## src/pkg/smi_defs.svh

```systemverilog
// Numeric constants of the stepper indexer and chopper.
// Assumes a 20 MHz pclk; included by the package users.
`ifndef SMI_DEFS_SVH
`define SMI_DEFS_SVH
`define SMI_CLK_KHZ     20000
`define SMI_PWM_KHZ     50
`define SMI_PWM_CYC     (`SMI_CLK_KHZ / `SMI_PWM_KHZ)
`define SMI_PWM_W       9
`define SMI_MIX_PCT     75
`define SMI_MIX_CYC     (`SMI_PWM_CYC * `SMI_MIX_PCT / 100)
`define SMI_BLANK_NS    3750
`define SMI_BLANK_CYC   ((`SMI_BLANK_NS * `SMI_CLK_KHZ + 999999) / 1000000)
`define SMI_SENSE_GAIN  5
`define SMI_ADC_W       10
`define SMI_HOME_POS    7'h10
`define SMI_FULL_OFS    7'h10
`define SMI_DRV_OFF     4'h0
`define SMI_DRV_FWD     4'h9
`define SMI_DRV_REV     4'h6
`define SMI_DRV_SLOW    4'h5
`define SMI_REG_CTRL    8'h00
`define SMI_REG_STATUS  8'h04
`define SMI_REG_DAC     8'h08
`define SMI_CTRL_EN_BIT   0
`define SMI_CTRL_HOME_BIT 1
`endif

```

## src/pkg/smi_pkg.sv

```systemverilog
// Shared types of the stepper indexer and chopper.
// Assumes smi_defs.svh for all numeric constants.
package smi_pkg;
   typedef enum logic [1:0] {SMI_DECAY_SLOW, SMI_DECAY_MIXED, SMI_DECAY_FAST} smi_decay_t;
   typedef enum logic [1:0] {SMI_CH_OFF, SMI_CH_DRIVE, SMI_CH_FAST, SMI_CH_SLOW} smi_chop_st_t;
   // Bridge switches; winding_out_a pair then winding_out_b pair
   typedef struct packed
   {
      logic hs_a;
      logic ls_a;
      logic hs_b;
      logic ls_b;
   } smi_drive_t;
endpackage

```

## src/pkg/smi_chop_if.sv

```systemverilog
// Hand-off between the indexer and one winding's chopper.
// Assumes both ends run on pclk; one instance per winding.
`timescale 1ns/10ps
`include "smi_defs.svh"
interface smi_chop_if;
   import smi_pkg::*;
   logic                  run;
   logic                  pwm_start;
   logic                  mix_late;
   logic [6:0]            pct;
   logic                  neg;
   logic                  dec;
   smi_decay_t            decay;
   logic [`SMI_ADC_W-1:0] sense;
   logic [`SMI_ADC_W-1:0] refv;
   smi_drive_t            drv;
   modport ctl (output run, pwm_start, mix_late, pct, neg, dec, decay, sense, refv, input drv);
   modport chop (input run, pwm_start, mix_late, pct, neg, dec, decay, sense, refv, output drv);
endinterface

```

## src/design/smi_chopper.sv

```systemverilog
// One winding's current chopper: drive, blanking, decay.
// Assumes synchronised sense and reference and a PWM period strobe.
`timescale 1ns/10ps
`include "smi_defs.svh"
module smi_chopper
   import smi_pkg::*;
#(
   parameter int unsigned ZERO_LVL = 0
)
(
   // Clock and reset
   input wire logic pclk,
   input wire logic presetn,
   // Indexer side
   smi_chop_if.chop cif
);
   typedef struct packed
   {
      smi_chop_st_t st;
      logic [6:0]   blank;
      smi_drive_t   drv;
   } smi_chop_reg_t;

   smi_chop_reg_t r_r;
   smi_chop_reg_t r_nxt;
   logic          trip;
   logic          zero;

   // Percent scale moved to the sense side to avoid a divider
   assign trip = (20'(cif.sense) * 20'(`SMI_SENSE_GAIN * 100)) >= (20'(cif.refv) * 20'(cif.pct));
   assign zero = cif.sense <= `SMI_ADC_W'(ZERO_LVL);
   assign cif.drv = r_r.drv;

   always_comb
   begin
      r_nxt = r_r;
      if (!cif.run)
         r_nxt.st = SMI_CH_OFF;
      else if (cif.pwm_start)
      begin
         r_nxt.st    = SMI_CH_DRIVE;
         r_nxt.blank = 7'(`SMI_BLANK_CYC - 1);
      end
      else
      begin
         case (r_r.st)
            SMI_CH_DRIVE:
            begin
               if (r_r.blank != 7'h00)
                  r_nxt.blank = r_r.blank - 7'h01;
               else if (trip)
               begin
                  case (cif.decay)
                     SMI_DECAY_FAST: r_nxt.st = SMI_CH_FAST;
                     SMI_DECAY_SLOW: r_nxt.st = SMI_CH_SLOW;
                     default:        r_nxt.st = (cif.dec && !cif.mix_late) ? SMI_CH_FAST : SMI_CH_SLOW;
                  endcase
               end
            end
            SMI_CH_FAST:
            begin
               if (cif.decay == SMI_DECAY_MIXED && cif.mix_late)
                  r_nxt.st = SMI_CH_SLOW;
               else if (zero)
                  r_nxt.st = SMI_CH_OFF;
            end
            default: ;
         endcase
      end
      case (r_nxt.st)
         SMI_CH_DRIVE: r_nxt.drv = cif.neg ? `SMI_DRV_REV : `SMI_DRV_FWD;
         SMI_CH_FAST:  r_nxt.drv = cif.neg ? `SMI_DRV_FWD : `SMI_DRV_REV;
         SMI_CH_SLOW:  r_nxt.drv = `SMI_DRV_SLOW;
         default:      r_nxt.drv = `SMI_DRV_OFF;
      endcase
   end

   always_ff @(posedge pclk or negedge presetn)
   begin
      if (!presetn)
         r_r <= '0;
      else
         r_r <= r_nxt;
   end

   a_blank_hold:
   assert property (@(posedge pclk) disable iff (!presetn)
      (cif.run && !cif.pwm_start && r_r.st == SMI_CH_DRIVE && r_r.blank != 7'h00) |=> r_r.st == SMI_CH_DRIVE)
      else $error("sense acted on during blanking");
   a_mixed_slow:
   assert property (@(posedge pclk) disable iff (!presetn)
      (cif.run && !cif.pwm_start && r_r.st == SMI_CH_DRIVE && r_r.blank == 7'h00 && trip
       && cif.decay == SMI_DECAY_MIXED && !cif.dec) |=> r_r.drv == `SMI_DRV_SLOW)
      else $error("rising current did not use slow decay");
   a_mixed_switch:
   assert property (@(posedge pclk) disable iff (!presetn)
      (cif.run && !cif.pwm_start && r_r.st == SMI_CH_FAST && cif.decay == SMI_DECAY_MIXED && cif.mix_late)
      |=> r_r.st == SMI_CH_SLOW)
      else $error("mixed decay did not turn slow");
endmodule

```

## src/design/smi_indexer.sv

```systemverilog
// Stepper microstep indexer with two chopped windings and an APB port.
// Assumes asynchronous pins from a motion controller, 20 MHz pclk.
`timescale 1ns/10ps
`include "smi_defs.svh"
module smi_indexer
   import smi_pkg::*;
#(
   parameter int unsigned ZERO_LVL = 0
)
(
   // Clock and reset
   input  wire logic                  pclk,
   input  wire logic                  presetn,
   // APB slave
   input  wire logic                  psel,
   input  wire logic                  penable,
   input  wire logic                  pwrite,
   input  wire logic [7:0]            paddr,
   input  wire logic [31:0]           pwdata,
   output logic      [31:0]           prdata,
   output logic                       pready,
   output logic                       pslverr,
   // Step and control pins
   input  wire logic                  step_in,
   input  wire logic                  dir_in,
   input  wire logic                  output_enable_n,
   input  wire logic                  low_power_n,
   input  wire logic                  indexer_home_n,
   input  wire logic                  step_format_bit0,
   input  wire logic                  step_format_bit1,
   input  wire logic                  step_format_bit2,
   // Three-level decay pin, seen as level plus open detect
   input  wire logic                  decay_level_in,
   input  wire logic                  decay_open_in,
   // Digitised sense and reference, winding 1 and 2
   input  wire logic [`SMI_ADC_W-1:0] winding_sense_in_1,
   input  wire logic [`SMI_ADC_W-1:0] winding_sense_in_2,
   input  wire logic [`SMI_ADC_W-1:0] winding_reference_in_1,
   input  wire logic [`SMI_ADC_W-1:0] winding_reference_in_2,
   // Bridge switches, bit 0 winding 1, bit 1 winding 2
   output logic      [1:0]            winding_out_a_high,
   output logic      [1:0]            winding_out_a_low,
   output logic      [1:0]            winding_out_b_high,
   output logic      [1:0]            winding_out_b_low
);
   typedef struct packed
   {
      logic [1:0][`SMI_ADC_W-1:0] refv;
      logic [1:0][`SMI_ADC_W-1:0] sense;
      logic                       dec_open;
      logic                       dec_lvl;
      logic [2:0]                 fmt;
      logic                       home_n;
      logic                       lp_n;
      logic                       oe_n;
      logic                       dir;
      logic                       step;
   } smi_pins_t;

   typedef struct packed
   {
      smi_pins_t             s1;
      smi_pins_t             s2;
      logic                  step_prev;
      logic [6:0]            pos;
      logic [1:0]            dec;
      logic [`SMI_PWM_W-1:0] pwm;
      logic                  ctrl_en;
      logic                  pready;
      logic                  pslverr;
      logic [31:0]           prdata;
   } smi_main_st_t;

   // Quarter-wave magnitudes in percent, 0 to 90 degrees
   localparam logic [6:0] SMI_TAB [0:32] = '{
      7'h64, 7'h64, 7'h64, 7'h63, 7'h62, 7'h61, 7'h60, 7'h5E,
      7'h5C, 7'h5A, 7'h58, 7'h56, 7'h53, 7'h50, 7'h4D, 7'h4A,
      7'h47, 7'h43, 7'h3F, 7'h3C, 7'h38, 7'h33, 7'h2F, 7'h2B,
      7'h26, 7'h22, 7'h1D, 7'h18, 7'h14, 7'h0F, 7'h0A, 7'h05,
      7'h00};

   smi_main_st_t    r_r;
   smi_main_st_t    r_nxt;
   smi_pins_t       pins_raw;
   smi_decay_t      decay_sel;
   logic            apb_setup;
   logic            apb_access;
   logic            wr_ctrl;
   logic            known;
   logic            home_req;
   logic            step_edge;
   logic            run;
   logic [6:0]      pos_next;
   logic [1:0][7:0] lvl_now;
   logic [1:0][7:0] lvl_next;
   logic [31:0]     rd_word;

   smi_chop_if cif [1:0] ();

   // Stride in 1/32 steps per format code
   function automatic logic [6:0] smi_step_size(input logic [2:0] fmt);
      case (fmt)
         3'h0:    return 7'h20;
         3'h1:    return 7'h10;
         3'h2:    return 7'h08;
         3'h3:    return 7'h04;
         3'h4:    return 7'h02;
         default: return 7'h01;
      endcase
   endfunction

   // Nearest valid state past pos on the grid of fmt
   function automatic logic [6:0] smi_next_pos(input logic [6:0] pos, input logic [2:0] fmt,
                                                input logic fwd);
      logic [6:0] size;
      logic [6:0] ofs;
      logic [6:0] t;
      logic [6:0] base;
      size = smi_step_size(fmt);
      ofs  = (fmt == 3'h0) ? `SMI_FULL_OFS : 7'h00;
      t    = pos - ofs;
      base = t & ~(size - 7'h01);
      // Seven-bit arithmetic wraps the electrical cycle
      if (fwd)
         return base + size + ofs;
      else if (base == t)
         return t - size + ofs;
      else
         return base + ofs;
   endfunction

   // Sign and percent of one winding; winding 2 lags a quarter
   function automatic logic [7:0] smi_level(input logic [6:0] pos, input logic wnd);
      logic [1:0] q;
      logic [5:0] k;
      logic [5:0] kc;
      q  = pos[6:5] - {1'b0, wnd};
      k  = {1'b0, pos[4:0]};
      kc = 6'h20 - k;
      case (q)
         2'h0:    return {1'b0, SMI_TAB[k]};
         2'h1:    return {1'b1, SMI_TAB[kc]};
         2'h2:    return {1'b1, SMI_TAB[k]};
         default: return {1'b0, SMI_TAB[kc]};
      endcase
   endfunction

   assign pins_raw = '{refv:     {winding_reference_in_2, winding_reference_in_1},
                       sense:    {winding_sense_in_2, winding_sense_in_1},
                       dec_open: decay_open_in,
                       dec_lvl:  decay_level_in,
                       fmt:      {step_format_bit2, step_format_bit1, step_format_bit0},
                       home_n:   indexer_home_n,
                       lp_n:     low_power_n,
                       oe_n:     output_enable_n,
                       dir:      dir_in,
                       step:     step_in};

   // Open pin wins over whatever level it floats to
   assign decay_sel = r_r.s2.dec_open ? SMI_DECAY_MIXED :
                      (r_r.s2.dec_lvl ? SMI_DECAY_FAST : SMI_DECAY_SLOW);

   assign apb_setup  = psel && !penable;
   assign apb_access = psel && penable && r_r.pready;
   assign known      = (paddr == `SMI_REG_CTRL) || (paddr == `SMI_REG_STATUS) ||
                       (paddr == `SMI_REG_DAC);
   assign wr_ctrl    = apb_access && pwrite && (paddr == `SMI_REG_CTRL);

   assign home_req  = !r_r.s2.home_n || (wr_ctrl && pwdata[`SMI_CTRL_HOME_BIT]);
   assign step_edge = r_r.s2.step && !r_r.step_prev;
   assign run       = !r_r.s2.oe_n && r_r.s2.lp_n && r_r.ctrl_en;
   assign pos_next  = smi_next_pos(r_r.pos, r_r.s2.fmt, r_r.s2.dir);

   always_comb
   begin
      for (int i = 0; i < 2; i++)
      begin
         lvl_now[i]  = smi_level(r_r.pos, 1'(i));
         lvl_next[i] = smi_level(pos_next, 1'(i));
      end
   end

   always_comb
   begin
      case (paddr)
         `SMI_REG_CTRL:   rd_word = {31'h0000_0000, r_r.ctrl_en};
         `SMI_REG_STATUS: rd_word = {16'h0000, cif[1].drv != `SMI_DRV_OFF, cif[0].drv != `SMI_DRV_OFF,
                                     run, decay_sel, r_r.s2.fmt, r_r.s2.dir, r_r.pos};
         `SMI_REG_DAC:    rd_word = {16'h0000, lvl_now[1], lvl_now[0]};
         default:         rd_word = 32'h0000_0000;
      endcase
   end

   always_comb
   begin
      r_nxt           = r_r;
      r_nxt.s1        = pins_raw;
      r_nxt.s2        = r_r.s1;
      r_nxt.step_prev = r_r.s2.step;
      r_nxt.pwm       = (r_r.pwm == `SMI_PWM_W'(`SMI_PWM_CYC - 1)) ? '0 : r_r.pwm + `SMI_PWM_W'(1);
      // Answer is staged in setup so the access phase has no wait
      r_nxt.pready    = apb_setup;
      r_nxt.pslverr   = apb_setup && !known;
      r_nxt.prdata    = 32'h0000_0000;
      if (apb_setup && !pwrite)
         r_nxt.prdata = rd_word;
      if (wr_ctrl)
         r_nxt.ctrl_en = pwdata[`SMI_CTRL_EN_BIT];
      // Position survives disable and sleep; only home and step edges move it
      if (home_req)
      begin
         r_nxt.pos = `SMI_HOME_POS;
         r_nxt.dec = 2'b00;
      end
      else if (step_edge)
      begin
         r_nxt.pos = pos_next;
         for (int i = 0; i < 2; i++)
            r_nxt.dec[i] = lvl_next[i][6:0] < lvl_now[i][6:0];
      end
   end

   always_ff @(posedge pclk or negedge presetn)
   begin
      if (!presetn)
      begin
         r_r         <= '0;
         r_r.ctrl_en <= 1'b1;
         r_r.pos     <= `SMI_HOME_POS;
      end
      else
         r_r <= r_nxt;
   end

   for (genvar g = 0; g < 2; g++)
   begin : g_wnd
      assign cif[g].run       = run;
      assign cif[g].pwm_start = r_r.pwm == '0;
      assign cif[g].mix_late  = r_r.pwm >= `SMI_PWM_W'(`SMI_MIX_CYC);
      assign cif[g].pct       = lvl_now[g][6:0];
      assign cif[g].neg       = lvl_now[g][7];
      assign cif[g].dec       = r_r.dec[g];
      assign cif[g].decay     = decay_sel;
      assign cif[g].sense     = r_r.s2.sense[g];
      assign cif[g].refv      = r_r.s2.refv[g];

      smi_chopper #(
         .ZERO_LVL (ZERO_LVL)
      ) u_chop (
         .pclk    (pclk),
         .presetn (presetn),
         .cif     (cif[g])
      );

      assign winding_out_a_high[g] = cif[g].drv.hs_a;
      assign winding_out_a_low[g]  = cif[g].drv.ls_a;
      assign winding_out_b_high[g] = cif[g].drv.hs_b;
      assign winding_out_b_low[g]  = cif[g].drv.ls_b;
   end

   assign prdata  = r_r.prdata;
   assign pready  = r_r.pready;
   assign pslverr = r_r.pslverr;

   a_home_pos:
   assert property (@(posedge pclk) disable iff (!presetn)
      !r_r.s2.home_n |=> r_r.pos == `SMI_HOME_POS)
      else $error("home pin did not restore 45 degrees");

   a_step_fwd:
   assert property (@(posedge pclk) disable iff (!presetn)
      (step_edge && !home_req && r_r.s2.dir && r_r.s2.fmt >= 3'h5)
      |=> r_r.pos == $past(r_r.pos) + 7'h01)
      else $error("forward microstep wrong");

   a_step_rev:
   assert property (@(posedge pclk) disable iff (!presetn)
      (step_edge && !home_req && !r_r.s2.dir && r_r.s2.fmt == 3'h1 && r_r.pos[3:0] == 4'h0)
      |=> r_r.pos == $past(r_r.pos) - 7'h10)
      else $error("reverse half step wrong");

   a_full_grid:
   assert property (@(posedge pclk) disable iff (!presetn)
      (step_edge && !home_req && r_r.s2.fmt == 3'h0) |=> r_r.pos[4:0] == 5'h10)
      else $error("full step left its valid states");

   a_home_dac:
   assert property (@(posedge pclk) disable iff (!presetn)
      r_r.pos == `SMI_HOME_POS |-> (cif[0].pct == 7'h47 && cif[1].pct == 7'h47 && !cif[0].neg && !cif[1].neg))
      else $error("home state DAC codes wrong");

   a_idle_off:
   assert property (@(posedge pclk) disable iff (!presetn)
      !run |=> (winding_out_a_high | winding_out_a_low | winding_out_b_high | winding_out_b_low) == 2'b00)
      else $error("bridge driven while disabled");

   a_period_on:
   assert property (@(posedge pclk) disable iff (!presetn)
      (run && r_r.pwm == '0) |=> (winding_out_a_high | winding_out_b_high) == 2'b11 ##1
      (winding_out_a_high | winding_out_b_high) == 2'b11 || !$past(run))
      else $error("bridge not driven at period start");

   a_apb_wait:
   assert property (@(posedge pclk) disable iff (!presetn)
      apb_setup |=> pready ##1 !pready)
      else $error("slave answer not one cycle");
endmodule

```

## config.mk

```make
export PLATFORM = sky130hd
export DESIGN_NAME = smi_indexer
export DESIGN_NICKNAME = d
export VERILOG_FILES = /design/src/pkg/smi_pkg.sv /design/src/pkg/smi_chop_if.sv /design/src/design/smi_chopper.sv /design/src/design/smi_indexer.sv
export VERILOG_INCLUDE_DIRS = /design/src /design/src/pkg
export SDC_FILE = /design/constraint.sdc
export NUM_CORES = 1
export LEC_CHECK = 0
export BUFFER_PORTS_ARGS = -buffer_cell sky130_fd_sc_hd__buf_2
export CAP_MARGIN = 20
export CORE_ASPECT_RATIO = 0.7
export CORE_UTILIZATION = 50
export CTS_CLUSTER_DIAMETER = 80
export DETAILED_ROUTE_END_ITERATION = 8
export PLACE_DENSITY_LB_ADDON = 0.25
export SYNTH_ARGS = -nofsm -noshare
export SYNTH_HDL_FRONTEND = slang
export SYNTH_SLANG_ARGS = --single-unit
```

## constraint.sdc

```tcl
create_clock -name pclk -period 17 [get_ports pclk]
set_input_delay 1.7 -clock pclk [delete_from_list [all_inputs] [get_ports pclk]]
set_output_delay 1.7 -clock pclk [all_outputs]
set_load 0.005 [all_outputs]
```

==> flow_summary_export.csv <==
group,metric,value,unit
status,status,"complete, no violations",
cts,cts_resized,0,
timing,whs,348,ps
min_path,hp-class,"reg2reg",
synthesis,yosys-top-cells-area,"dfrtp_1, ha_1, fa_1",
synthesis,yosysTopAreaCell,"dfrtp_1",
synthesis,yosysUniqueCellTypes,89,
timing,setup_viol,0,
synthesis,syn_inst,1839,
synthesis,synth_top_area_share,23.1,%
synthesis,syn_area,17500,um^2
synthesis,ys_ff_latch,164,
timing,final.setup.tns,0,ps
power,vdd_drop_max,0.178,mV
timing,finalMaxSlewViolations,0,
timing,post-route-period-util,57.6,%
route,post_drt_wl_per_cell,16.7,um
flow_run,drv_cap,0,
critical_path,reg2reg_from,"r_r[47]",
critical_path,cp_max_fo,18,
finish,fin_area,18900,um^2
critical_path,arrival,10160,ps
die,ioPinCount,137,
die,initial_core_util,51.6,%
critical_path,cp_slowest_stage_delay,790,ps
timing,slew_headroom,30.3,%
synthesis,synthTopCellsByCount,"ha_1, inv_1, dfrtp_1",
timing,rsz0062_at_grt,"no",
synthesis,synth_most_common_cell,"ha_1",
critical_path,path_class,"reg2reg",
finish,post-route-util,55.6,%
cts,ctsHoldBuffers,0,
critical_path,start_kind,"flip-flop",
global_routing,antenna_found_initial,2,
critical_path,crit_slowest_cell,"dfrtp_1",
cts,cts_buffer_depth,2,
die,fp-row-count,56,
cts,clk_pin_slew_worst_paths,70,ps
die,die_w,226,um
cts,cts_htree_levels,4,
power,p_per_area,187,nW/um^2
synthesis,synth_edf_count,0,
finish,regArea,4110,um^2
cts,cts_sinks,164,
synthesis,yosysSeqAreaShare,23.4,%
die,die_y,159,um
finish,syn2layout_area_growth,7.78,%
global_routing,grt_usage,23.6,%
cts,cts_tree,"built",
die,die_area,35800,um^2
timing,fmax,102,MHz
global_routing,grt_overflow,0,
placed_design,io_buffers,90,
finish,drive_above_1_share,9.38,%
finish,finalNetCount,2396,
global_routing,grt_max_degree,97,
route,drtIter0Drc,929,
synthesis,ys_async_sr_fraction,100,%
route,drt_pass1_iterations,5,
synthesis,synth-main-ff-cell,"dfrtp_1",
timing,skew,7.51,ps
cts,numCtsBuffers,17,
cts,post_cts_buffers,0,
cts,clk_latency,450,ps
critical_path,crit_start,"r_r[47]",
finish,multiInputGateArea,12200,um^2
placed_design,dp_hpwl,31.3,mm
synthesis,yosysWarnings,0,
min_path,min_from,"r_nxt[74]",
critical_path,end_kind,"flip-flop",
timing,min_period,9790,ps
synthesis,syn_area_per_cell,9.53,um^2
power,power.leakage,0.00934,uW
timing,worst_pin_slew,1040,ps
route,via_per_inst,5.50,
route,antenna_left,0,
global_routing,grt_pass1_wl,66.2,mm
timing,hold_violations,0,
cts,cts_root_buf,"clkbuf_16",
critical_path,worstPathRequired,17370,ps
die,fp.coreArea,34000,um^2
finish,fill_cells,3034,
global_routing,grt_pass1_vias,13048,
placed_design,dpl-instance-area,18200,um^2
route,vias,13047,
placed_design,globalplace.congestion,0.925,
route,routed_wl,39.7,mm
route,drc,0,
[state kept, by name, indices dropped and copies added, names as in the netlist]
| register | count |
|---|---|
| prdata | 16 |
| g_wnd.u_chop.cif.drv | 8 |
| pready | 1 |
| cif.dec | 2 |
| cif.refv | 20 |
| pslverr | 1 |
| r_r | 27 |
| g_wnd.u_chop.r_r | 18 |
| cif.sense | 20 |
| r_nxt | 51 |
[per-stage QoR]
stage                     total power (uW)  cells  setup slack, ps
after CTS                             3570   2371             7060
after detailed placement              3120   2339             7100
after global routing                  4010   2374             6510
after floorplan                       2580   1855             8390
final                                 3540   2374             7210
after global placement                3050   2339             7250
[power by group]
group / switching, uW / leakage (uW) / internal (uW) / total, uW
clock: 178 / 0.000309 / 239 / 417
sequential: 22.9 / 0.00203 / 405 / 428
combinational: 1480 / 0.00701 / 1210 / 2700
total: 1680 / 0.00934 / 1860 / 3540
[layout make-up]
class / count / area share, %
diodes: 2 / 0.0265
clock buffers: 18 / 2.33
clock inverters: 14 / 0.981
inverters: 197 / 3.92
multi-input cells: 1408 / 64.8
flip-flops and latches: 164 / 21.7
well taps: 464 / 3.07
repair buffers: 107 / 3.09
[cells in the final DEF (no fill, tap or decap), drive strengths merged, types with 8 or more instances in the layout]
cell	netlist	routed
conb	1	17
a211oi	19	19
xor2	28	28
nor2	113	113
nand2	135	135
a22oi	14	14
nor2b	60	60
o21a	11	11
o21ai	91	91
nand4	11	11
nand2b	30	30
a21oi	88	88
ha	266	266
clkbuf	30	18
fa	140	140
a21o	28	28
nor3	26	26
dfrtp	162	162
xnor2	55	55
a31oi	11	11
inv	194	201
o211ai	12	12
and3	10	10
nand3	37	37
and2	67	67
mux2i	21	21
or3	8	8
buf	56	107
[critical path, delay by kind of cell, from the launching register on]
family / cells / cell delay, ps
compound gates: 13 / 2930
simple gates: 7 / 1380
xor+xnor: 1 / 610
fa+ha+maj: 7 / 3090
mux: 1 / 140
buf+inv: 5 / 750
flops: 1 / 790
[routing by layer]
metal  share of wire, %  global-route usage (%)
met1                 48                    33.4
met2                 45                    37.0
met3                4.8                    4.04
met4                2.2                    7.00
met5                  0                       0
[kinds of logic after synthesis]
family          share of synthesized area (%)
buf+inv                                  7.06
fa+ha+maj                                35.0
other cells                            0.0214
flops                                    23.4
xor+xnor                                 4.38
compound gates                           13.0
mux                                      1.97
simple gates                             15.1
[final timing paths]
path,end,cells past startpoint,slack [ps]
min reg2reg,cif[1].sense[0],0,350
min in group asynchronous,r_nxt[76],1,1350
max,g_wnd[1].u_chop.cif.drv[3],34,7210
max in group asynchronous,r_nxt[90],2,14270
min,cif[1].sense[0],0,350
max reg2reg,g_wnd[1].u_chop.cif.drv[3],34,7210
(Power assumes the default switching activity.)
